==> src/design/talr_pkg.sv <==
// constants and carrier types for the thermal alarm register logic
package talr_pkg;

	// clock and conversion timing
	localparam int unsigned CLK_HZ        = 25_000_000;
	localparam int unsigned RATE_BASE_MS  = 250;           // interval at the fastest codes
	localparam int unsigned RATE_BASE_CYC = CLK_HZ / 1000 * RATE_BASE_MS;
	localparam logic [2:0]  RATE_FAST     = 3'h6;          // codes at or above run fastest

	// link addresses
	localparam logic [6:0] OWN_ADDR = 7'h4C;               // 1001 100
	localparam logic [6:0] ARA_ADDR = 7'h0C;               // 0001 100

	// command byte codes
	localparam logic [7:0] CMD_LTEMP  = 8'h00;
	localparam logic [7:0] CMD_RTEMP  = 8'h01;
	localparam logic [7:0] CMD_STATUS = 8'h02;
	localparam logic [7:0] CMD_CFG_RD = 8'h03;
	localparam logic [7:0] CMD_RATE_RD = 8'h04;
	localparam logic [7:0] CMD_LHI_RD = 8'h05;
	localparam logic [7:0] CMD_LLO_RD = 8'h06;
	localparam logic [7:0] CMD_RHI_RD = 8'h07;
	localparam logic [7:0] CMD_RLO_RD = 8'h08;
	localparam logic [7:0] CMD_CFG_WR = 8'h09;
	localparam logic [7:0] CMD_RATE_WR = 8'h0A;
	localparam logic [7:0] CMD_LHI_WR = 8'h0B;
	localparam logic [7:0] CMD_LLO_WR = 8'h0C;
	localparam logic [7:0] CMD_RHI_WR = 8'h0D;
	localparam logic [7:0] CMD_RLO_WR = 8'h0E;
	localparam logic [7:0] CMD_ONESHOT = 8'h0F;
	localparam logic [7:0] CMD_RFRAC  = 8'h10;
	localparam logic [7:0] CMD_LFRAC  = 8'h11;
	localparam logic [7:0] CMD_RTRIP  = 8'h19;
	localparam logic [7:0] CMD_LTRIP  = 8'h20;
	localparam logic [7:0] CMD_MARGIN = 8'h21;
	localparam logic [7:0] CMD_QUEUE  = 8'h22;
	localparam logic [7:0] CMD_MAKER  = 8'hFE;
	localparam logic [7:0] CMD_REV    = 8'hFF;

	// reset values
	localparam logic [7:0] RST_CFG    = 8'h00;
	localparam logic [7:0] RST_RATE   = 8'h07;
	localparam logic [7:0] RST_LHI    = 8'h55;
	localparam logic [7:0] RST_LLO    = 8'h00;
	localparam logic [7:0] RST_RHI    = 8'h5F;
	localparam logic [7:0] RST_RLO    = 8'h00;
	localparam logic [7:0] RST_RTRIP  = 8'h7D;
	localparam logic [7:0] RST_LTRIP  = 8'h55;
	localparam logic [7:0] RST_MARGIN = 8'h0A;
	localparam logic [7:0] RST_QUEUE  = 8'h86;
	localparam logic [7:0] RST_PTR    = 8'h00;
	localparam logic [7:0] OPEN_TEMP  = 8'hFF;             // remote reading on a diode fault

	// field positions
	localparam int unsigned CFG_MASK_BIT = 7;
	localparam int unsigned CFG_STBY_BIT = 6;
	localparam logic [7:0]  CFG_WMASK    = 8'hC0;          // reserved bits read zero
	localparam int unsigned FQ_HI_BIT    = 2;
	localparam int unsigned FQ_LO_BIT    = 1;

	// one channel's result: whole degrees and eighths
	typedef struct packed {
		logic [7:0] whole;
		logic [2:0] frac;
	} talr_temp_t;

	// result handed over by the measurement front end
	typedef struct packed {
		logic       done;     // one-cycle pulse at the end of a conversion
		logic       open;     // remote diode found open or shorted
		talr_temp_t local_t;
		talr_temp_t remote;
	} talr_meas_t;

endpackage : talr_pkg

==> src/design/talr_core.sv <==
`timescale 1ns/1ns
// register, alarm, trip and conversion control core of the two-channel sensor
module talr_core #(
	parameter int unsigned RATE_BASE_CYC = talr_pkg::RATE_BASE_CYC, // 250 ms in clocks
	parameter bit          DIODE_ALERT   = 1'b1,   // variant with continuity alarm
	parameter logic [7:0]  MAKER_ID      = 8'hA5,  // arbitrary value
	parameter logic [7:0]  REVISION_ID   = 8'h01   // arbitrary value
) (
	// clock and reset
	input  wire logic                clock_i,
	input  wire logic                reset_n_i,
	// two-wire link, open drain data
	input  wire logic                scl_i,
	input  wire logic                sda_i,
	output logic                     sda_o,
	output logic                     sda_oe_o,
	// alarm outputs
	output logic                     alert_o,
	output logic                     alert_oe_o,
	output logic                     thermal_trip_output_o,
	// measurement front end
	input  wire talr_pkg::talr_meas_t meas_i,
	output logic                     conv_start_o,
	output logic                     conv_abort_o,
	output logic                     conv_busy_o
);

	typedef enum logic [2:0] {L_IDLE, L_ADDR, L_ACK, L_RX, L_TX, L_TXACK} talr_link_t;

	talr_link_t lst_r;
	logic [2:0] scl_q, sda_q;
	logic       scl_rise, scl_fall, start_c, stop_c;
	logic [7:0] sh_r, tx_r, ptr_r, rd_data;
	logic [2:0] bit_r;
	logic       rw_r, ara_r, cmd_next_r, nack_r, lead_r;
	logic       wr_stb_r, os_req_r, stat_rd_r, ara_ok_r;
	logic [7:0] cfg_r, rate_r, lhi_r, llo_r, rhi_r, rlo_r;
	logic [7:0] rtrip_r, ltrip_r, margin_r, queue_r;
	logic [7:0] ltemp_r, rtemp_r, lfrac_r, rfrac_r;
	logic       busy_r, os_run_r, standby, res_ok;
	logic [31:0] tmr_r, interval;
	logic [2:0] rshift;
	logic [7:0] loc_w, rem_w, rel_l, rel_r;
	logic [4:0] cond, cond_r, fl_r, fl_set, fl_clr;
	logic [3:0] qual;
	logic [1:0] qlen, trip_r;
	logic       alert_latch_r, alert_set, cond_any, latch_clr;

	//////////////////////////////////////////////////////////////////////////
	// link sampling: first stage feeds only the second
	always_ff @(posedge clock_i or negedge reset_n_i) begin
		if (!reset_n_i) begin
			scl_q <= 3'h7;
			sda_q <= 3'h7;
		end else begin
			scl_q <= {scl_q[1:0], scl_i};
			sda_q <= {sda_q[1:0], sda_i};
		end
	end

	assign scl_rise = scl_q[1] & ~scl_q[2];
	assign scl_fall = ~scl_q[1] & scl_q[2];
	assign start_c  = scl_q[1] & scl_q[2] & ~sda_q[1] & sda_q[2];
	assign stop_c   = scl_q[1] & scl_q[2] & sda_q[1] & ~sda_q[2];

	// read data selected by the command pointer
	always_comb begin
		case (ptr_r)
			talr_pkg::CMD_LTEMP:   rd_data = ltemp_r;
			talr_pkg::CMD_RTEMP:   rd_data = rtemp_r;
			talr_pkg::CMD_STATUS:  rd_data = {busy_r, fl_r, trip_r};
			talr_pkg::CMD_CFG_RD:  rd_data = cfg_r;
			talr_pkg::CMD_RATE_RD: rd_data = rate_r;
			talr_pkg::CMD_LHI_RD:  rd_data = lhi_r;
			talr_pkg::CMD_LLO_RD:  rd_data = llo_r;
			talr_pkg::CMD_RHI_RD:  rd_data = rhi_r;
			talr_pkg::CMD_RLO_RD:  rd_data = rlo_r;
			talr_pkg::CMD_RFRAC:   rd_data = rfrac_r;
			talr_pkg::CMD_LFRAC:   rd_data = lfrac_r;
			talr_pkg::CMD_RTRIP:   rd_data = rtrip_r;
			talr_pkg::CMD_LTRIP:   rd_data = ltrip_r;
			talr_pkg::CMD_MARGIN:  rd_data = margin_r;
			talr_pkg::CMD_QUEUE:   rd_data = queue_r;
			talr_pkg::CMD_MAKER:   rd_data = MAKER_ID;
			talr_pkg::CMD_REV:     rd_data = REVISION_ID;
			default:               rd_data = 8'h00;
		endcase
	end

	//////////////////////////////////////////////////////////////////////////
	// link slave: bits sampled on scl rise, data driven after scl fall
	always_ff @(posedge clock_i or negedge reset_n_i) begin
		if (!reset_n_i) begin
			lst_r      <= L_IDLE;
			sh_r       <= 8'h00;
			tx_r       <= 8'h00;
			ptr_r      <= talr_pkg::RST_PTR;
			bit_r      <= 3'h0;
			rw_r       <= 1'b0;
			ara_r      <= 1'b0;
			cmd_next_r <= 1'b0;
			nack_r     <= 1'b1;
			lead_r     <= 1'b0;
			sda_oe_o   <= 1'b0;
			wr_stb_r   <= 1'b0;
			os_req_r   <= 1'b0;
			stat_rd_r  <= 1'b0;
			ara_ok_r   <= 1'b0;
		end else begin
			wr_stb_r  <= 1'b0;
			os_req_r  <= 1'b0;
			stat_rd_r <= 1'b0;
			ara_ok_r  <= 1'b0;
			if (stop_c) begin
				lst_r    <= L_IDLE;
				sda_oe_o <= 1'b0;
			end else if (start_c) begin
				lst_r    <= L_ADDR;
				bit_r    <= 3'h0;
				sda_oe_o <= 1'b0;
				lead_r   <= 1'b1;
			end else if (scl_rise) begin
				case (lst_r)
					L_ADDR, L_RX: sh_r <= {sh_r[6:0], sda_q[1]};
					L_TX: if (tx_r[7] && !sda_q[1]) begin
						lst_r    <= L_IDLE;
						sda_oe_o <= 1'b0;
					end
					L_TXACK: nack_r <= sda_q[1];
					default: ;
				endcase
			end else if (scl_fall && lead_r) begin
				// the scl fall that closes a start carries no bit
				lead_r <= 1'b0;
			end else if (scl_fall) begin
				case (lst_r)
					L_ADDR: begin
						bit_r <= bit_r + 3'h1;
						if (bit_r == 3'h7) begin
							if (sh_r[7:1] == talr_pkg::OWN_ADDR) begin
								lst_r      <= L_ACK;
								sda_oe_o   <= 1'b1;
								rw_r       <= sh_r[0];
								ara_r      <= 1'b0;
								cmd_next_r <= ~sh_r[0];
							end else if (sh_r[7:1] == talr_pkg::ARA_ADDR && sh_r[0]
							             && alert_latch_r) begin
								lst_r    <= L_ACK;
								sda_oe_o <= 1'b1;
								rw_r     <= 1'b1;
								ara_r    <= 1'b1;
							end else begin
								lst_r <= L_IDLE;
							end
						end
					end
					L_ACK: begin
						if (rw_r) begin
							lst_r <= L_TX;
							if (ara_r) begin
								tx_r     <= {talr_pkg::OWN_ADDR, 1'b0};
								sda_oe_o <= ~talr_pkg::OWN_ADDR[6];
							end else begin
								tx_r     <= rd_data;
								sda_oe_o <= ~rd_data[7];
							end
						end else begin
							lst_r    <= L_RX;
							sda_oe_o <= 1'b0;
						end
					end
					L_RX: begin
						bit_r <= bit_r + 3'h1;
						if (bit_r == 3'h7) begin
							lst_r    <= L_ACK;
							sda_oe_o <= 1'b1;
							if (cmd_next_r) begin
								ptr_r      <= sh_r;
								os_req_r   <= (sh_r == talr_pkg::CMD_ONESHOT);
								cmd_next_r <= 1'b0;
							end else begin
								wr_stb_r <= 1'b1;
							end
						end
					end
					L_TX: begin
						bit_r <= bit_r + 3'h1;
						if (bit_r == 3'h7) begin
							lst_r     <= L_TXACK;
							sda_oe_o  <= 1'b0;
							ara_ok_r  <= ara_r;
							stat_rd_r <= ~ara_r && (ptr_r == talr_pkg::CMD_STATUS);
						end else begin
							tx_r     <= {tx_r[6:0], 1'b0};
							sda_oe_o <= ~tx_r[6];
						end
					end
					L_TXACK: begin
						if (!nack_r && !ara_r) begin
							lst_r    <= L_TX;
							tx_r     <= rd_data;
							sda_oe_o <= ~rd_data[7];
						end else begin
							lst_r <= L_IDLE;
						end
					end
					default: lst_r <= L_IDLE;
				endcase
			end
		end
	end

	//////////////////////////////////////////////////////////////////////////
	// host-written registers; sh_r holds still until the next scl rise
	always_ff @(posedge clock_i or negedge reset_n_i) begin
		if (!reset_n_i) begin
			cfg_r    <= talr_pkg::RST_CFG;
			rate_r   <= talr_pkg::RST_RATE;
			lhi_r    <= talr_pkg::RST_LHI;
			llo_r    <= talr_pkg::RST_LLO;
			rhi_r    <= talr_pkg::RST_RHI;
			rlo_r    <= talr_pkg::RST_RLO;
			rtrip_r  <= talr_pkg::RST_RTRIP;
			ltrip_r  <= talr_pkg::RST_LTRIP;
			margin_r <= talr_pkg::RST_MARGIN;
			queue_r  <= talr_pkg::RST_QUEUE;
		end else if (wr_stb_r) begin
			case (ptr_r)
				talr_pkg::CMD_CFG_WR:  cfg_r    <= sh_r & talr_pkg::CFG_WMASK;
				talr_pkg::CMD_RATE_WR: rate_r   <= sh_r;
				talr_pkg::CMD_LHI_WR:  lhi_r    <= sh_r;
				talr_pkg::CMD_LLO_WR:  llo_r    <= sh_r;
				talr_pkg::CMD_RHI_WR:  rhi_r    <= sh_r;
				talr_pkg::CMD_RLO_WR:  rlo_r    <= sh_r;
				talr_pkg::CMD_RTRIP:   rtrip_r  <= sh_r;
				talr_pkg::CMD_LTRIP:   ltrip_r  <= sh_r;
				talr_pkg::CMD_MARGIN:  margin_r <= sh_r;
				talr_pkg::CMD_QUEUE:   queue_r  <= sh_r;
				default: ;
			endcase
		end
	end

	//////////////////////////////////////////////////////////////////////////
	// conversion sequencer and rate timer
	assign standby  = cfg_r[talr_pkg::CFG_STBY_BIT];
	assign rshift   = (rate_r[2:0] >= talr_pkg::RATE_FAST) ? 3'h0
	                : talr_pkg::RATE_FAST - rate_r[2:0];
	assign interval = 32'(RATE_BASE_CYC) << rshift;
	// a standby request drops an automatic conversion's result
	assign res_ok   = busy_r && meas_i.done && (os_run_r || !standby);

	always_ff @(posedge clock_i or negedge reset_n_i) begin
		if (!reset_n_i) begin
			busy_r       <= 1'b0;
			os_run_r     <= 1'b0;
			tmr_r        <= 32'h0; // first conversion right after reset
			conv_start_o <= 1'b0;
			conv_abort_o <= 1'b0;
		end else begin
			conv_start_o <= 1'b0;
			conv_abort_o <= 1'b0;
			if (os_req_r && !(busy_r && os_run_r)) begin
				// an automatic conversion in flight carries on as the one-shot
				conv_start_o <= !busy_r || meas_i.done;
				busy_r       <= 1'b1;
				os_run_r     <= 1'b1;
				tmr_r        <= interval;
			end else if (busy_r && !os_run_r && standby) begin
				busy_r       <= 1'b0;
				conv_abort_o <= 1'b1;
			end else if (busy_r && meas_i.done) begin
				busy_r   <= 1'b0;
				os_run_r <= 1'b0; // back to standby if selected
			end else if (!standby) begin
				// alarm state is not looked at here
				if (tmr_r == 32'h0) begin
					if (!busy_r) begin
						conv_start_o <= 1'b1;
						busy_r       <= 1'b1;
						tmr_r        <= interval;
					end
				end else begin
					tmr_r <= tmr_r - 32'h1;
				end
			end
		end
	end

	assign conv_busy_o = busy_r;

	//////////////////////////////////////////////////////////////////////////
	// limit comparison and fault queue
	assign loc_w = meas_i.local_t.whole;
	assign rem_w = meas_i.open ? talr_pkg::OPEN_TEMP : meas_i.remote.whole;
	assign cond  = {loc_w >= lhi_r, loc_w < llo_r, rem_w >= rhi_r, rem_w < rlo_r,
	                meas_i.open};
	assign qlen  = (queue_r[talr_pkg::FQ_HI_BIT:talr_pkg::FQ_LO_BIT] == 2'h1) ? 2'h2
	             : (queue_r[talr_pkg::FQ_HI_BIT:talr_pkg::FQ_LO_BIT] == 2'h3) ? 2'h3
	             : 2'h1;

	for (genvar i = 0; i < 4; i++) begin : g_queue
		logic [1:0] cnt_r;
		// saturating run length; any in-limit result restarts it
		always_ff @(posedge clock_i or negedge reset_n_i) begin
			if (!reset_n_i) begin
				cnt_r <= 2'h0;
			end else if (res_ok) begin
				cnt_r <= !cond[i+1] ? 2'h0 : (cnt_r == 2'h3) ? 2'h3 : cnt_r + 2'h1;
			end
		end
		assign qual[i] = cond[i+1] && ((3'(cnt_r) + 3'h1) >= 3'(qlen));
	end

	//////////////////////////////////////////////////////////////////////////
	// results and sticky status flags; a set beats a same-cycle clear
	assign fl_set = {qual & {4{res_ok}}, res_ok & meas_i.open};
	assign fl_clr = {5{stat_rd_r && !busy_r}} & ~cond_r;

	always_ff @(posedge clock_i or negedge reset_n_i) begin
		if (!reset_n_i) begin
			ltemp_r <= 8'h00;
			rtemp_r <= 8'h00;
			lfrac_r <= 8'h00;
			rfrac_r <= 8'h00;
			cond_r  <= 5'h00;
			fl_r    <= 5'h00;
		end else begin
			fl_r <= (fl_r & ~fl_clr) | fl_set;
			if (res_ok) begin
				ltemp_r <= loc_w;
				rtemp_r <= rem_w;
				lfrac_r <= {meas_i.local_t.frac, 5'h00};
				rfrac_r <= {meas_i.open ? 3'h0 : meas_i.remote.frac, 5'h00};
				cond_r  <= cond;
			end
		end
	end

	//////////////////////////////////////////////////////////////////////////
	// alarm latch, independent of the status flags
	assign alert_set = res_ok && ((|qual) || (DIODE_ALERT && meas_i.open));
	assign cond_any  = (|cond_r[4:1]) || (DIODE_ALERT && cond_r[0]);
	assign latch_clr = (stat_rd_r || ara_ok_r) && !cond_any;

	always_ff @(posedge clock_i or negedge reset_n_i) begin
		if (!reset_n_i) begin
			alert_latch_r <= 1'b0;
			alert_oe_o    <= 1'b0;
			alert_o       <= 1'b0;
			sda_o         <= 1'b0;
		end else begin
			alert_latch_r <= alert_set || (alert_latch_r && !latch_clr);
			alert_oe_o    <= alert_latch_r && !cfg_r[talr_pkg::CFG_MASK_BIT];
			alert_o       <= 1'b0;
			sda_o         <= 1'b0;
		end
	end

	//////////////////////////////////////////////////////////////////////////
	// trip output with release margin, floored at zero
	assign rel_l = (ltrip_r > margin_r) ? ltrip_r - margin_r : 8'h00;
	assign rel_r = (rtrip_r > margin_r) ? rtrip_r - margin_r : 8'h00;

	always_ff @(posedge clock_i or negedge reset_n_i) begin
		if (!reset_n_i) begin
			trip_r                <= 2'h0;
			thermal_trip_output_o <= 1'b0;
		end else begin
			if (res_ok) begin
				if (loc_w >= ltrip_r) trip_r[0] <= 1'b1;
				else if (loc_w < rel_l) trip_r[0] <= 1'b0;
				if (rem_w >= rtrip_r) trip_r[1] <= 1'b1;
				else if (rem_w < rel_r) trip_r[1] <= 1'b0;
			end
			thermal_trip_output_o <= |trip_r;
		end
	end

	//////////////////////////////////////////////////////////////////////////
	// checks
	property p_mask;
		@(posedge clock_i) disable iff (!reset_n_i)
		$past(cfg_r[talr_pkg::CFG_MASK_BIT]) |-> !alert_oe_o;
	endproperty
	a_mask: assert property (p_mask) else $error("alarm driven while masked");

	property p_od;
		@(posedge clock_i) disable iff (!reset_n_i)
		alert_oe_o |-> !alert_o;
	endproperty
	a_od: assert property (p_od) else $error("alarm pin driven high");

	property p_latch_clr;
		@(posedge clock_i) disable iff (!reset_n_i)
		$fell(alert_latch_r) |-> $past((stat_rd_r || ara_ok_r) && !cond_any);
	endproperty
	a_latch_clr: assert property (p_latch_clr) else $error("latch cleared early");

	property p_latch_set;
		@(posedge clock_i) disable iff (!reset_n_i)
		res_ok && (|qual) |=> alert_latch_r;
	endproperty
	a_latch_set: assert property (p_latch_set) else $error("alarm not latched");

	property p_diode;
		@(posedge clock_i) disable iff (!reset_n_i)
		DIODE_ALERT && res_ok && meas_i.open |=> alert_latch_r && fl_r[0];
	endproperty
	a_diode: assert property (p_diode) else $error("diode fault missed");

	property p_queue;
		@(posedge clock_i) disable iff (!reset_n_i)
		res_ok && cond[4] && !cond_r[4] && qlen != 2'h1 |=> !$rose(fl_r[4]);
	endproperty
	a_queue: assert property (p_queue) else $error("queue length ignored");

	property p_trip_set;
		@(posedge clock_i) disable iff (!reset_n_i)
		res_ok && loc_w >= ltrip_r |=> trip_r[0] ##1 thermal_trip_output_o;
	endproperty
	a_trip_set: assert property (p_trip_set) else $error("trip not raised");

	property p_trip_rel;
		@(posedge clock_i) disable iff (!reset_n_i)
		$fell(trip_r[0]) |-> $past(res_ok && loc_w < rel_l);
	endproperty
	a_trip_rel: assert property (p_trip_rel) else $error("trip released early");

	property p_os_ign;
		@(posedge clock_i) disable iff (!reset_n_i)
		os_req_r && busy_r && os_run_r |=> !conv_start_o;
	endproperty
	a_os_ign: assert property (p_os_ign) else $error("one-shot not ignored");

	property p_os_start;
		@(posedge clock_i) disable iff (!reset_n_i)
		os_req_r && !busy_r |=> conv_start_o && busy_r && os_run_r;
	endproperty
	a_os_start: assert property (p_os_start) else $error("one-shot not started");

	property p_os_tmr;
		@(posedge clock_i) disable iff (!reset_n_i)
		os_req_r && !busy_r && !standby |=> tmr_r == $past(interval);
	endproperty
	a_os_tmr: assert property (p_os_tmr) else $error("rate timer not restarted");

	property p_auto;
		@(posedge clock_i) disable iff (!reset_n_i)
		!standby && tmr_r == 32'h0 && !busy_r && !os_req_r |=> conv_start_o;
	endproperty
	a_auto: assert property (p_auto) else $error("automatic conversion missed");

	property p_flag_clr;
		@(posedge clock_i) disable iff (!reset_n_i)
		$fell(fl_r[4]) |-> $past(stat_rd_r && !busy_r && !cond_r[4]);
	endproperty
	a_flag_clr: assert property (p_flag_clr) else $error("flag cleared early");

	property p_lost;
		@(posedge clock_i) disable iff (!reset_n_i)
		lst_r == L_TX && scl_rise && tx_r[7] && !sda_q[1] |=> !sda_oe_o ##1 !sda_oe_o;
	endproperty
	a_lost: assert property (p_lost) else $error("kept driving after loss");

endmodule : talr_core

==> config.mk <==
export PLATFORM = sky130hd
export DESIGN_NAME = talr_core
export DESIGN_NICKNAME = d
export VERILOG_FILES = /design/src/design/talr_pkg.sv /design/src/design/talr_core.sv
export SDC_FILE = /design/constraint.sdc
export NUM_CORES = 1
export LEC_CHECK = 0
export ABC_AREA = 0
export BUFFER_PORTS_ARGS = -buffer_cell sky130_fd_sc_hd__buf_4
export CORE_MARGIN = 4
export CORE_UTILIZATION = 40
export CTS_CLUSTER_SIZE = 28
export DETAILED_ROUTE_END_ITERATION = 7
export SLEW_MARGIN = 40
export SYNTH_ARGS = -nofsm -noshare
export SYNTH_HDL_FRONTEND = slang
export SYNTH_SLANG_ARGS = --single-unit
==> constraint.sdc <==
create_clock -name clock_i -period 4.01 [get_ports clock_i]
set_clock_uncertainty 0.1 [all_clocks]
set_input_delay 0.6015 -clock clock_i [delete_from_list [all_inputs] [get_ports clock_i]]
set_output_delay 0.6015 -clock clock_i [all_outputs]
set_load 0.02 [all_outputs]
# [Word level (Yosys, flattened, before mapping)]
# Cells that the tools add are included.
[word_totals] register_bits=201 out_inout_bits=8
[classes] n_addsub=13 n_lt_le_gt_ge=15 eq_ne=58 n_shift=1 n_mux=122 bitwise_logic=26 reduce_logical=81
[op_table] op="$mux 32" n=6
[op_table] op="$pmux 8 s17" n=1
[op_table] op="$mux 1" n=73
[op_table] op="$eq 8x4->1 const B" n=8
[op_table] op="$mux 3" n=19
[op_table] op="$mux 8" n=7
[op_table] op="$eq 8x3->1 const B" n=4
[op_table] op="$ge 8x8->1" n=4
[op_table] op="$logic_not 32->1" n=1
[op_table] op="$lt 8x8->1" n=4
[op_table] op="$shl 23x3->32 const A" n=1
[op_table] op="$sub 32x1->32 const B" n=1
[op_table] op="$reduce_and 2->1" n=14
[op_table] op="$reduce_and 9->1" n=3
[op_table] op="$eq 8x5->1 const B" n=3
[op_table] op="$eq 8x6->1 const B" n=3
[op_table] op="$mux 2" n=12
[op_table] op="$pmux 8 s3" n=1
[op_table] op="$logic_and 1x1->1" n=21
[op_table] op="$ne 5x5->1 const B" n=4
[op_table] op="$eq 8x2->1 const B" n=2
[op_table] op="$eq 8x8->1 const B" n=2
[op_table] op="$gt 8x8->1" n=2
[op_table] op="$ne 2x2->1 const B" n=8
[op_table] op="other kinds (44)" n=112

# [Longest topological paths before layout]
# Gate-level depths: netlist (run 1).
[depth] ltp_word=12 depth_mapped=15

# [Least setup slack after synthesis (run 1)]
# Ideal clock, no wire load.
[synth_path] kind="register to register" startpoint="register rtrip_r[0]" endpoint="register trip_r[1]" setup_time_ps=87 t_arrival_ps=3252 required_ps=3823 setup_slack_ps=571 path_stages_with_launch=14 path_buffers=0 cell_sequence="dfstp_2 inv_1 ha_1 fa_1 nor2b_1 o21ai_0 a21o_1 a31oi_1 nand2_1 mux2_2 ha_1 nand2_1 or4_1 o211ai_1"
[synth_via] elab_chain_len=5 word_cells_on_any_way=8 classes_between="1 x add/sub; 3 x order compare; 2 x mux; 2 x reduce/logical"
[synth_lines] element="start: declaration" line_no="talr_core.sv:38" source="logic [7:0] rtrip_r, ltrip_r, margin_r, queue_r;"
[synth_lines] element="start signal: assignment" line_no="talr_core.sv:223" source="rtrip_r <= talr_pkg::RST_RTRIP;"
[synth_lines] element="start signal: assignment" line_no="talr_core.sv:235" source="talr_pkg::CMD_RTRIP: rtrip_r <= sh_r;"
[synth_lines] element="$sub 8x8->8 / $gt 8x8->1 (equally long branches)" line_no="talr_core.sv:363" source="assign rel_r = (rtrip_r > margin_r) ? rtrip_r - margin_r : 8'h00;"
[synth_lines] element="$mux 8" line_no="talr_core.sv:363"
[synth_lines] element="$lt 8x8->1" line_no="talr_core.sv:374" source="else if (rem_w < rel_r) trip_r[1] <= 1'b0;"
[synth_lines] element="$reduce_bool 2->1 (no source line)"
[synth_lines] element="$reduce_and 2->1 (no source line)"
[synth_lines] element="end signal: assignment" line_no="talr_core.sv:367" source="trip_r <= 2'h0;"
[synth_lines] element="end signal: assignment" line_no="talr_core.sv:373" source="if (rem_w >= rtrip_r) trip_r[1] <= 1'b1;"
[synth_lines] element="end signal: assignment" line_no="talr_core.sv:374"
[synth_lines] element="end: declaration" line_no="talr_core.sv:46" source="logic [1:0] qlen, trip_r;"
# Parallel ways exist; a longest one is shown, timed or not.
# A chain may end at the register's enable or synchronous reset.

# [Worst setup path after layout (run 1)]
[layout_path] startpoint="register ltrip_r[0]" endpoint="register trip_r[0]"
[layout_via] elab_chain_len=5 word_cells_on_any_way=8 classes_between="1 x add/sub; 3 x order compare; 2 x mux; 2 x reduce/logical"
[layout_lines] element="start: declaration" line_no="talr_core.sv:38"
[layout_lines] element="start signal: assignment" line_no="talr_core.sv:224" source="ltrip_r <= talr_pkg::RST_LTRIP;"
[layout_lines] element="start signal: assignment" line_no="talr_core.sv:236" source="talr_pkg::CMD_LTRIP: ltrip_r <= sh_r;"
[layout_lines] element="$sub 8x8->8 / $gt 8x8->1 (equally long branches)" line_no="talr_core.sv:362" source="assign rel_l = (ltrip_r > margin_r) ? ltrip_r - margin_r : 8'h00;"
[layout_lines] element="$mux 8" line_no="talr_core.sv:362"
[layout_lines] element="$lt 8x8->1" line_no="talr_core.sv:372" source="else if (loc_w < rel_l) trip_r[0] <= 1'b0;"
[layout_lines] element="$reduce_bool 2->1 (no source line)"
[layout_lines] element="$reduce_and 2->1 (no source line)"
[layout_lines] element="end signal: assignment" line_no="talr_core.sv:367"
[layout_lines] element="end signal: assignment" line_no="talr_core.sv:371" source="if (loc_w >= ltrip_r) trip_r[0] <= 1'b1;"
[layout_lines] element="end signal: assignment" line_no="talr_core.sv:372"
# Parallel ways exist; a longest one is shown, timed or not.

==> impl_metrics.yaml, run 1 <==
drt:
  drt_iter0_markers: 894
  vias: 11000
  wirelength_um: 39600
  wl_per_cell_um: 20.8
  ant_nets: 0
  drt_pass1_iterations: 5
  viasPerCell: 5.76
  drcViolationCount: 0
setup_path:
  cp.required_ns: 4.32
  worstPathCellList: "inv_1 -> ha_1 -> fa_1 -> nor2b_1 -> o21ai_0 -> a21o_1 -> a31oi_2 -> nand3_1 -> ha_1 -> a21oi_1 -> nor2b_1 -> o21ai_0 -> a21boi_0 -> a221oi_1 -> o211ai_1"
  endpoint_kind: "flop"
  r2r_start: "ltrip_r[0]$_DFFE_PN1P_"
  worstPathArrival_ns: 3.87
  worstSetupPathType: "flop to flop"
  startpoint_type: "flop"
  cpPeakStageDelay_ns: 0.55
  crit_slowest_cell: "dfstp_2"
  critical_path.startpoint: "ltrip_r[0]$_DFFE_PN1P_"
  cp_max_fo: 8
sta:
  max_slew_margin: 0.413
  hold_viol: 11
  slew_violations: 0
  tightestPinTransition_ns: 0.859
  setup_viol_count_final: 0
  setup_tns_ns: 0
  rsz0062_at_grt: "no"
  min_period_ns: 3.56
  max_freq_mhz: 281
  holdWs_ns: -0.0224
  fin_ws_ns: 0.445
  min_period_over_period: 0.889
cts:
  cts_made_buffers: 25
  hold_buffers: 0
  clk_latency_ns: 0.54
  cts_resized: 0
  htreeDepth: 1
  cts_buffer_depth: 3
  cts_tree: "yes"
  cts_sinks: 201
  cts_setup_buffers: 0
  clkTransAtPathRegs_ns: 0.06
  clockRootBuffer: "clkbuf_16"
die:
  initial_core_util: 0.404
  io_pins: 36
  core-area_sq_mm: 0.0325
  dieWidth_um: 189
  dieArea_sq_mm: 0.0358
  num_rows: 66
  die_height_um: 189
pwr:
  powerDensity_mw_per_mm2: 355
  sequentialPowerShare: 0.459
  intPower_mw: 3.75
  combPwrFrac: 0.113
  clock_power_share: 0.429
  max-vdd-ir-drop_mv: 0.278
  netSwitchingFraction: 0.280
  leakage_nw: 6.15
  p_sw_mw: 1.46
global_route:
  grt_start_max_net_pins: 72
  antenna_found_initial: 2
  grt_pass1_vias: 10700
  gr-total-overflow: 0
  grtUsageTotal: 0.219
  grt_pass1_wl_um: 62700
finish:
  final_cell_mix: "dfrtp_1, nand2_1, ha_1, inv_1, o21ai_0"
  drive_above_1_share: 0.170
  n_fill_cell: 3137
  area_growth_pct: 11.9
  largest_register_ff_count: 32
  layout_commonest_cell: "dfrtp_1"
  nets: 1579
  fin_area_sq_mm: 0.0147
  n_antenna_cell: 0
  regMostFlops: "tmr_r"
placed_design:
  routabilityCongestion: 0.978
  dp_hpwl_um: 28600
  place_ws_ns: 0.328
  post_dp_cell_area_sq_mm: 0.0139
  portBuffers: 33
logic_synthesis:
  yosysWarnings: 0
  syn_inst: 1423
  yosysUniqueCellTypes: 89
  postSynth.asyncResetShare: 1.00
  synth_seq_cells: 201
  synth_area_sq_mm: 0.0131
  synth_edf_count: 0
  ys_seq_area_frac: 0.387
  syn_area_per_cell_sq_um: 9.22
  ys.flop_type: "dfrtp_1"
flow_run:
  drv_cap: 0
outcome:
  violations: "negative hold slack"
  status: "finished with violations"
worst_hold_path:
  min_path_type: "input pin to async pin"
## routing by layer
metal	global-route usage	part of all wire	up-vias	routed length (um)
met2	0.346	0.45	314	17900
met3	0.0356	0.059	62	2350
li1	-	-	5212	-
met1	0.318	0.47	5395	18500
met4	0.0513	0.023	0	895
met5	0	0	-	0
## metrics by stage
stage                     std cells  total power [mW]   util
after detailed placement       1860              3.01  0.428
final                          1906              5.21  0.453
after global placement         1860              2.99  0.427
after global routing           1906              5.43  0.453
after CTS                      1906              5.25  0.452
after floorplan                1424              2.74      -
## cell families after synthesis
kind of cell,after synthesis,share of synthesized area
and+or+nand+nor,482,0.189
AOI/OAI and AO/OA,371,0.186
DFF,201,0.387
buffers and inverters,162,0.0491
adders and majority gates,106,0.105
muxes,91,0.0775
xor gates and xnor gates,9,0.00601
other,1,0.000286
## power groups by stage
stage | clock network, mW | registers, mW | logic [mW]
6_report | 2.23 | 2.39 | 0.587
5_1_grt | 2.35 | 2.41 | 0.673
4_1_cts | 2.27 | 2.39 | 0.593
3_5_place_dp | 0 | 2.42 | 0.593
3_3_place_gp | 0 | 2.42 | 0.571
2_1_floorplan | 0 | 2.31 | 0.427
## area by class of cell
| type | count | area (sq um) | area share |
|---|---|---|---|
| Timing Repair Buffer | 60 | 469 | 0.0319 |
| Clock buffer | 35 | 683 | 0.0465 |
| Tap cell | 442 | 553 | 0.0377 |
| Clock inverter | 11 | 111 | 0.00758 |
| Inverter | 96 | 360 | 0.0245 |
| Multi-Input combinational cell | 1061 | 7440 | 0.506 |
| Sequential cell | 201 | 5070 | 0.345 |
## synthesized netlist by cell type, types with 18 or more instances
master    number  area, sq um
a21oi_1       59          295
a22oi_1       20          150
a31oi_1       26          163
clkbuf_1      46          173
dfrtp_1      166         4150
dfstp_2       35          920
ha_1         100         1250
inv_1         96          360
mux2_2        75          845
nand2_1      154          578
nand2b_1      20          125
nand3_1       39          195
nand4_1       18          113
nor2_1        91          342
nor2b_1       25          156
nor3_1        30          150
o21ai_0       92          460
o21ai_1       19         95.1
o22ai_1       18          113
## path summary, 6_finish.rpt
| path | endpoint | slack, ns | cells after the start |
|---|---|---|---|
| setup / recovery | trip_r[0]$_DFFE_PN0P_ | 0.45 | 15 |
| hold / removal | g_queue[3].cnt_r[0]$_DFFE_PN0P_ | -0.02 | 1 |
| setup reg to reg | trip_r[0]$_DFFE_PN0P_ | 0.45 | 15 |
| hold reg to reg | scl_q[1]$_DFF_PN1_ | 0.25 | 0 |
| max in group asynchronous | rhi_r[1]$_DFFE_PN1P_ | 2.89 | 2 |
| min in group clock_i | sda_q[0]$_DFF_PN1_ | 0.09 | 1 |
## worst max-delay path: cells and delay by family, from the launching register on
family,cells,cell delay [ns]
fa+ha+maj,3,0.96
compound gates,8,1.47
simple gates,3,0.29
flops,1,0.55
buf+inv,1,0.05
Power figures use the tool's default switching activity.
==> run 2: changes to the inputs <==
--- a/config.mk
+++ b/config.mk
@@ -9,6 +9,7 @@
 export BUFFER_PORTS_ARGS = -buffer_cell sky130_fd_sc_hd__buf_4
 export CORE_MARGIN = 4
 export CORE_UTILIZATION = 40
+export CTS_BUF_LIST = sky130_fd_sc_hd__clkbuf_16
 export CTS_CLUSTER_SIZE = 28
 export DETAILED_ROUTE_END_ITERATION = 7
 export SLEW_MARGIN = 40
==> impl_metrics.yaml, run 2 (same netlist as run 1, synthesis figures left out) <==
global_route:
  met2_usage: 0.346
  grt-busiest-layer: "met2"
  grtUsageMet1: 0.318
  grt_pass1_wl_um: 62800
  grtUsageTotal: 0.220
  use_met3: 0.0356
  grt_start_max_net_pins: 72
  grt_pass1_vias: 10700
  antenna_found_initial: 2
  gr-total-overflow: 0
pwr:
  leakage_nw: 6.18
  max-vdd-ir-drop_mv: 0.272
  combPwrFrac: 0.114
  sequentialPowerShare: 0.464
  netSwitchingFraction: 0.283
  powerDensity_mw_per_mm2: 351
  p_sw_mw: 1.46
  intPower_mw: 3.69
  clock_power_share: 0.422
setup_path:
  worstSetupPathType: "flop to flop"
  r2r_setup_slack_ns: 0.44
  cpPeakStageDelay_ns: 0.56
  worst_r2r_endpoint: "trip_r[0]$_DFFE_PN0P_"
  r2r_start: "ltrip_r[0]$_DFFE_PN1P_"
  endpoint_kind: "flop"
  startpoint_type: "flop"
  crit_slowest_cell: "dfstp_2"
  worstRegToRegCells: 15
  worstPathArrival_ns: 3.87
  cp_max_fo: 8
  worstPathCellList: "inv_1 -> ha_1 -> fa_1 -> nor2b_1 -> o21ai_0 -> a21o_1 -> a31oi_2 -> nand3_1 -> ha_1 -> a21oi_1 -> nor2b_1 -> o21ai_0 -> a21boi_0 -> a221oi_1 -> o211ai_1"
  cp.required_ns: 4.31
  critical_path.startpoint: "ltrip_r[0]$_DFFE_PN1P_"
sta:
  min_period_ns: 3.57
  max_slew_margin: 0.427
  slew_violations: 0
  holdWs_ns: -0.0215
  max_freq_mhz: 280
  hold_viol: 7
  rsz0062_at_grt: "no"
  setup_viol_count_final: 0
  min_period_over_period: 0.890
  setup_tns_ns: 0
  tightestPinTransition_ns: 0.838
placed_design:
  dp_hpwl_um: 28600
  portBuffers: 33
  routabilityCongestion: 0.978
drt:
  drt_iter0_markers: 929
  vias: 11000
  ant_nets: 0
  viasPerCell: 5.79
  drt_pass1_iterations: 5
  drcViolationCount: 0
  wl_per_cell_um: 20.8
  wirelength_um: 39600
die:
  dieArea_sq_mm: 0.0358
  dieWidth_um: 189
  core-area_sq_mm: 0.0325
  die_height_um: 189
  num_rows: 66
  io_pins: 36
  initial_core_util: 0.404
cts:
  cts_buffer_depth: 3
  clockRootBuffer: "clkbuf_16"
  cts_resized: 0
  clkTransAtPathRegs_ns: 0.06
  cts_tree: "yes"
  clk_latency_ns: 0.54
  hold_buffers: 0
  cts_setup_buffers: 0
  htreeDepth: 1
  cts_sinks: 201
  cts_made_buffers: 25
outcome:
  violations: "negative hold slack"
  status: "finished with violations"
finish:
  nets: 1579
  n_antenna_cell: 0
  drive_above_1_share: 0.169
  largest_register_ff_count: 32
  regMostFlops: "tmr_r"
  area_growth_pct: 11.8
  final_cell_mix: "dfrtp_1, nand2_1, inv_1, ha_1, o21ai_0"
  layout_commonest_cell: "dfrtp_1"
worst_hold_path:
  min_path_type: "input pin to async pin"
flow_run:
  drv_cap: 0
==> run 2: cell count changes in the layout (fill, tap and decap cells not counted) <==
cell,change
clkinv_1,+2
clkbuf_1,-8
clkbuf_8,-2
inv_1,+8
==> run 2: power groups by stage <==
stage               logic, mW  registers, mW  clock network (mW)
floorplan               0.427           2.31                   0
global route            0.674           2.41                2.30
global placement        0.571           2.42                   0
detailed placement      0.593           2.42                   0
finish                  0.588           2.39                2.17
CTS                     0.594           2.39                2.21
==> run 2: worst max-delay path by stage <==
| stage | to | slack, ns |
|---|---|---|
| global route | trip_r[0]$_DFFE_PN0P_ | 0.1 |
| global placement | trip_r[0]$_DFFE_PN0P_ | 0.40 |
| floorplan | trip_r[1]$_DFFE_PN0P_ | 0.57 |
| CTS | trip_r[0]$_DFFE_PN0P_ | 0.32 |
| finish | trip_r[0]$_DFFE_PN0P_ | 0.44 |
| detailed placement | trip_r[0]$_DFFE_PN0P_ | 0.33 |
==> run 2: worst max-delay path, delay by kind of cell, from the launching register on <==
kind	cells	cell delay [ns]
AO/OA/AOI/OAI	8	1.47
flip-flops	1	0.56
AND/OR/NAND/NOR	3	0.29
buffers and inverters	1	0.05
adder cells (fa/ha/maj)	3	0.96
==> run 2: layout make-up <==
class	instances	area, sq um
fillers	3139	17800
repair buffers	60	469
clock buffers	25	626
inverters	96	360
clock inverters	21	149
flip-flops and latches	201	5070
multi-input cells	1061	7440
well taps	442	553
==> run 2: metal layers <==
metal	part of all wire	wire (um)	vias up
met5	0	0	-
met4	0.024	935	0
met1	0.46	18400	5444
li1	-	-	5209
met3	0.062	2470	64
met2	0.45	17800	328
==> run 2: through the flow <==
| stage | setup slack [ns] | total power, mW | area [sq um] | instances | util |
|---|---|---|---|---|---|
| 2_1_floorplan | 0.571 | 2.74 | 13100 | 1424 | - |
| 3_3_place_gp | 0.403 | 2.99 | 13900 | 1860 | 0.427 |
| 3_5_place_dp | 0.328 | 3.01 | 13900 | 1860 | 0.428 |
| 4_1_cts | 0.322 | 5.20 | 14700 | 1906 | 0.451 |
| 5_1_grt | 0.0950 | 5.38 | 14700 | 1906 | 0.452 |
| 6_report | 0.443 | 5.15 | 14700 | 1906 | 0.452 |
==> run 3: changes to the inputs <==
--- a/config.mk
+++ b/config.mk
@@ -8,11 +8,10 @@
 export ABC_AREA = 0
 export BUFFER_PORTS_ARGS = -buffer_cell sky130_fd_sc_hd__buf_4
 export CORE_MARGIN = 4
-export CORE_UTILIZATION = 40
-export CTS_BUF_LIST = sky130_fd_sc_hd__clkbuf_16
+export CORE_UTILIZATION = 36
 export CTS_CLUSTER_SIZE = 28
 export DETAILED_ROUTE_END_ITERATION = 7
-export SLEW_MARGIN = 40
+export SLEW_MARGIN = 20
 export SYNTH_ARGS = -nofsm -noshare
 export SYNTH_HDL_FRONTEND = slang
 export SYNTH_SLANG_ARGS = --single-unit
==> impl_metrics.yaml, run 3 (same netlist as run 1, synthesis figures left out) <==
outcome:
  status: "finished, final reports clean"
drt:
  vias: 11100
  drt_iter0_markers: 878
  viasPerCell: 5.75
  wl_per_cell_um: 20.7
  wirelength_um: 39700
  ant_nets: 0
  drt_pass1_iterations: 5
  drcViolationCount: 0
setup_path:
  startpoint_type: "flop"
  worstSetupPathType: "flop to flop"
  worst_r2r_endpoint: "trip_r[0]$_DFFE_PN0P_"
  r2r_start: "ltrip_r[0]$_DFFE_PN1P_"
  worstPathArrival_ns: 3.88
  worstRegToRegCells: 15
  r2r_setup_slack_ns: 0.43
  cp_max_fo: 8
  cp.required_ns: 4.31
  endpoint_kind: "flop"
sta:
  max_freq_mhz: 279
  holdWs_ns: 0.0772
  hold_viol: 0
  fin_ws_ns: 0.431
  min_period_ns: 3.58
  min_period_over_period: 0.893
  setup_tns_ns: 0
  rsz0062_at_grt: "no"
  slew_violations: 0
  max_slew_margin: 0.384
  setup_viol_count_final: 0
  tightestPinTransition_ns: 0.924
finish:
  layout_commonest_cell: "dfrtp_1"
  final_util: 0.411
  nets: 1578
  area_growth_pct: 11.9
  fin_area_sq_mm: 0.0147
  largest_register_ff_count: 32
  n_fill_cell: 3568
  n_antenna_cell: 0
  regMostFlops: "tmr_r"
  drive_above_1_share: 0.168
  final_cell_mix: "dfrtp_1, nand2_1, ha_1, inv_1, o21ai_0"
placed_design:
  dp_hpwl_um: 28900
  routabilityCongestion: 0.960
  place_ws_ns: 0.280
  portBuffers: 33
  post_dp_cell_area_sq_mm: 0.0139
global_route:
  grt_pass1_vias: 10900
  grtUsageTotal: 0.203
  gr-total-overflow: 0
  grt_start_max_net_pins: 99
  grt_pass1_wl_um: 63700
  antenna_found_initial: 1
cts:
  cts_buffer_depth: 3
  cts_setup_buffers: 0
  htreeDepth: 1
  clockRootBuffer: "clkbuf_16"
  cts_made_buffers: 24
  cts_tree: "yes"
  clk_latency_ns: 0.54
  clkTransAtPathRegs_ns: 0.06
  cts_sinks: 201
worst_hold_path:
  min_path_type: "input pin to async pin"
pwr:
  powerDensity_mw_per_mm2: 350
  max-vdd-ir-drop_mv: 0.261
  leakage_nw: 6.15
die:
  die_height_um: 199
  num_rows: 69
  dieWidth_um: 199
  io_pins: 36
  initial_core_util: 0.367
  dieArea_sq_mm: 0.0396
  core-area_sq_mm: 0.0357
flow_run:
  drv_cap: 0
[run 3: cell types whose count changed in the layout (fill, tap and decap cells not counted), moves of 2 or more]
cell,change
clkinv_2,-2
clkbuf_1,+7
inv_1,-8
clkbuf_8,+5
clkinv_1,-2
[run 3: cell type report]
class | instances | area [sq um] | share of cell area
clock buffers | 36 | 696 | 0.0474
clock inverters | 8 | 80.1 | 0.00545
inverters | 96 | 360 | 0.0245
multi-input cells | 1061 | 7420 | 0.505
flip-flops and latches | 201 | 5070 | 0.346
well taps | 461 | 577 | 0.0393
repair buffers | 60 | 482 | 0.0328
[run 3: worst max path at each step]
stage / startpoint / endpoint / slack (ns) / depth (start not counted)
6_report: ltrip_r[0]$_DFFE_PN1P_ / trip_r[0]$_DFFE_PN0P_ / 0.43 / 15
5_1_grt: ltrip_r[0]$_DFFE_PN1P_ / trip_r[0]$_DFFE_PN0P_ / 0.12 / 15
4_1_cts: ltrip_r[0]$_DFFE_PN1P_ / trip_r[0]$_DFFE_PN0P_ / 0.27 / 15
3_5_place_dp: ltrip_r[0]$_DFFE_PN1P_ / trip_r[0]$_DFFE_PN0P_ / 0.28 / 15
3_3_place_gp: ltrip_r[0]$_DFFE_PN1P_ / trip_r[0]$_DFFE_PN0P_ / 0.40 / 15
2_1_floorplan: rtrip_r[0]$_DFFE_PN1P_ / trip_r[1]$_DFFE_PN0P_ / 0.57 / 13
[run 3: power breakdown]
part           internal (mW)  switching, mW
registers               2.18          0.181
logic                  0.264          0.366
clock network           1.27          0.892
[run 3: per-layer routing]
metal  wire [um]  GRT usage
met5           0          0
met4        1140     0.0567
met3        2520     0.0374
met2       17800      0.315
met1       18200      0.291
[run 3: worst max-delay path, stage by stage (launching register included)]
cell,delay (ns)
dfstp_2,0.55
inv_1,0.05
ha_1,0.22
fa_1,0.42
nor2b_1,0.13
o21ai_0,0.14
a21o_1,0.23
a31oi_2,0.36
nand3_1,0.13
ha_1,0.32
a21oi_1,0.14
nor2b_1,0.05
o21ai_0,0.13
a21boi_0,0.10
a221oi_1,0.24
o211ai_1,0.14
[run 3: through the flow]
stage          power, mW  std cells
2_1_floorplan       2.74       1424
3_3_place_gp        3.00       1879
3_5_place_dp        3.02       1879
4_1_cts             5.20       1923
5_1_grt             5.39       1923
6_report            5.15       1923
[run 3: timing repair]
| item | CTS | global route |
|---|---|---|
| hold buffers | 0 | 0 |
| gates resized for setup | 0 | 1 |
| endpoints found under the setup margin | 0 | 1 |
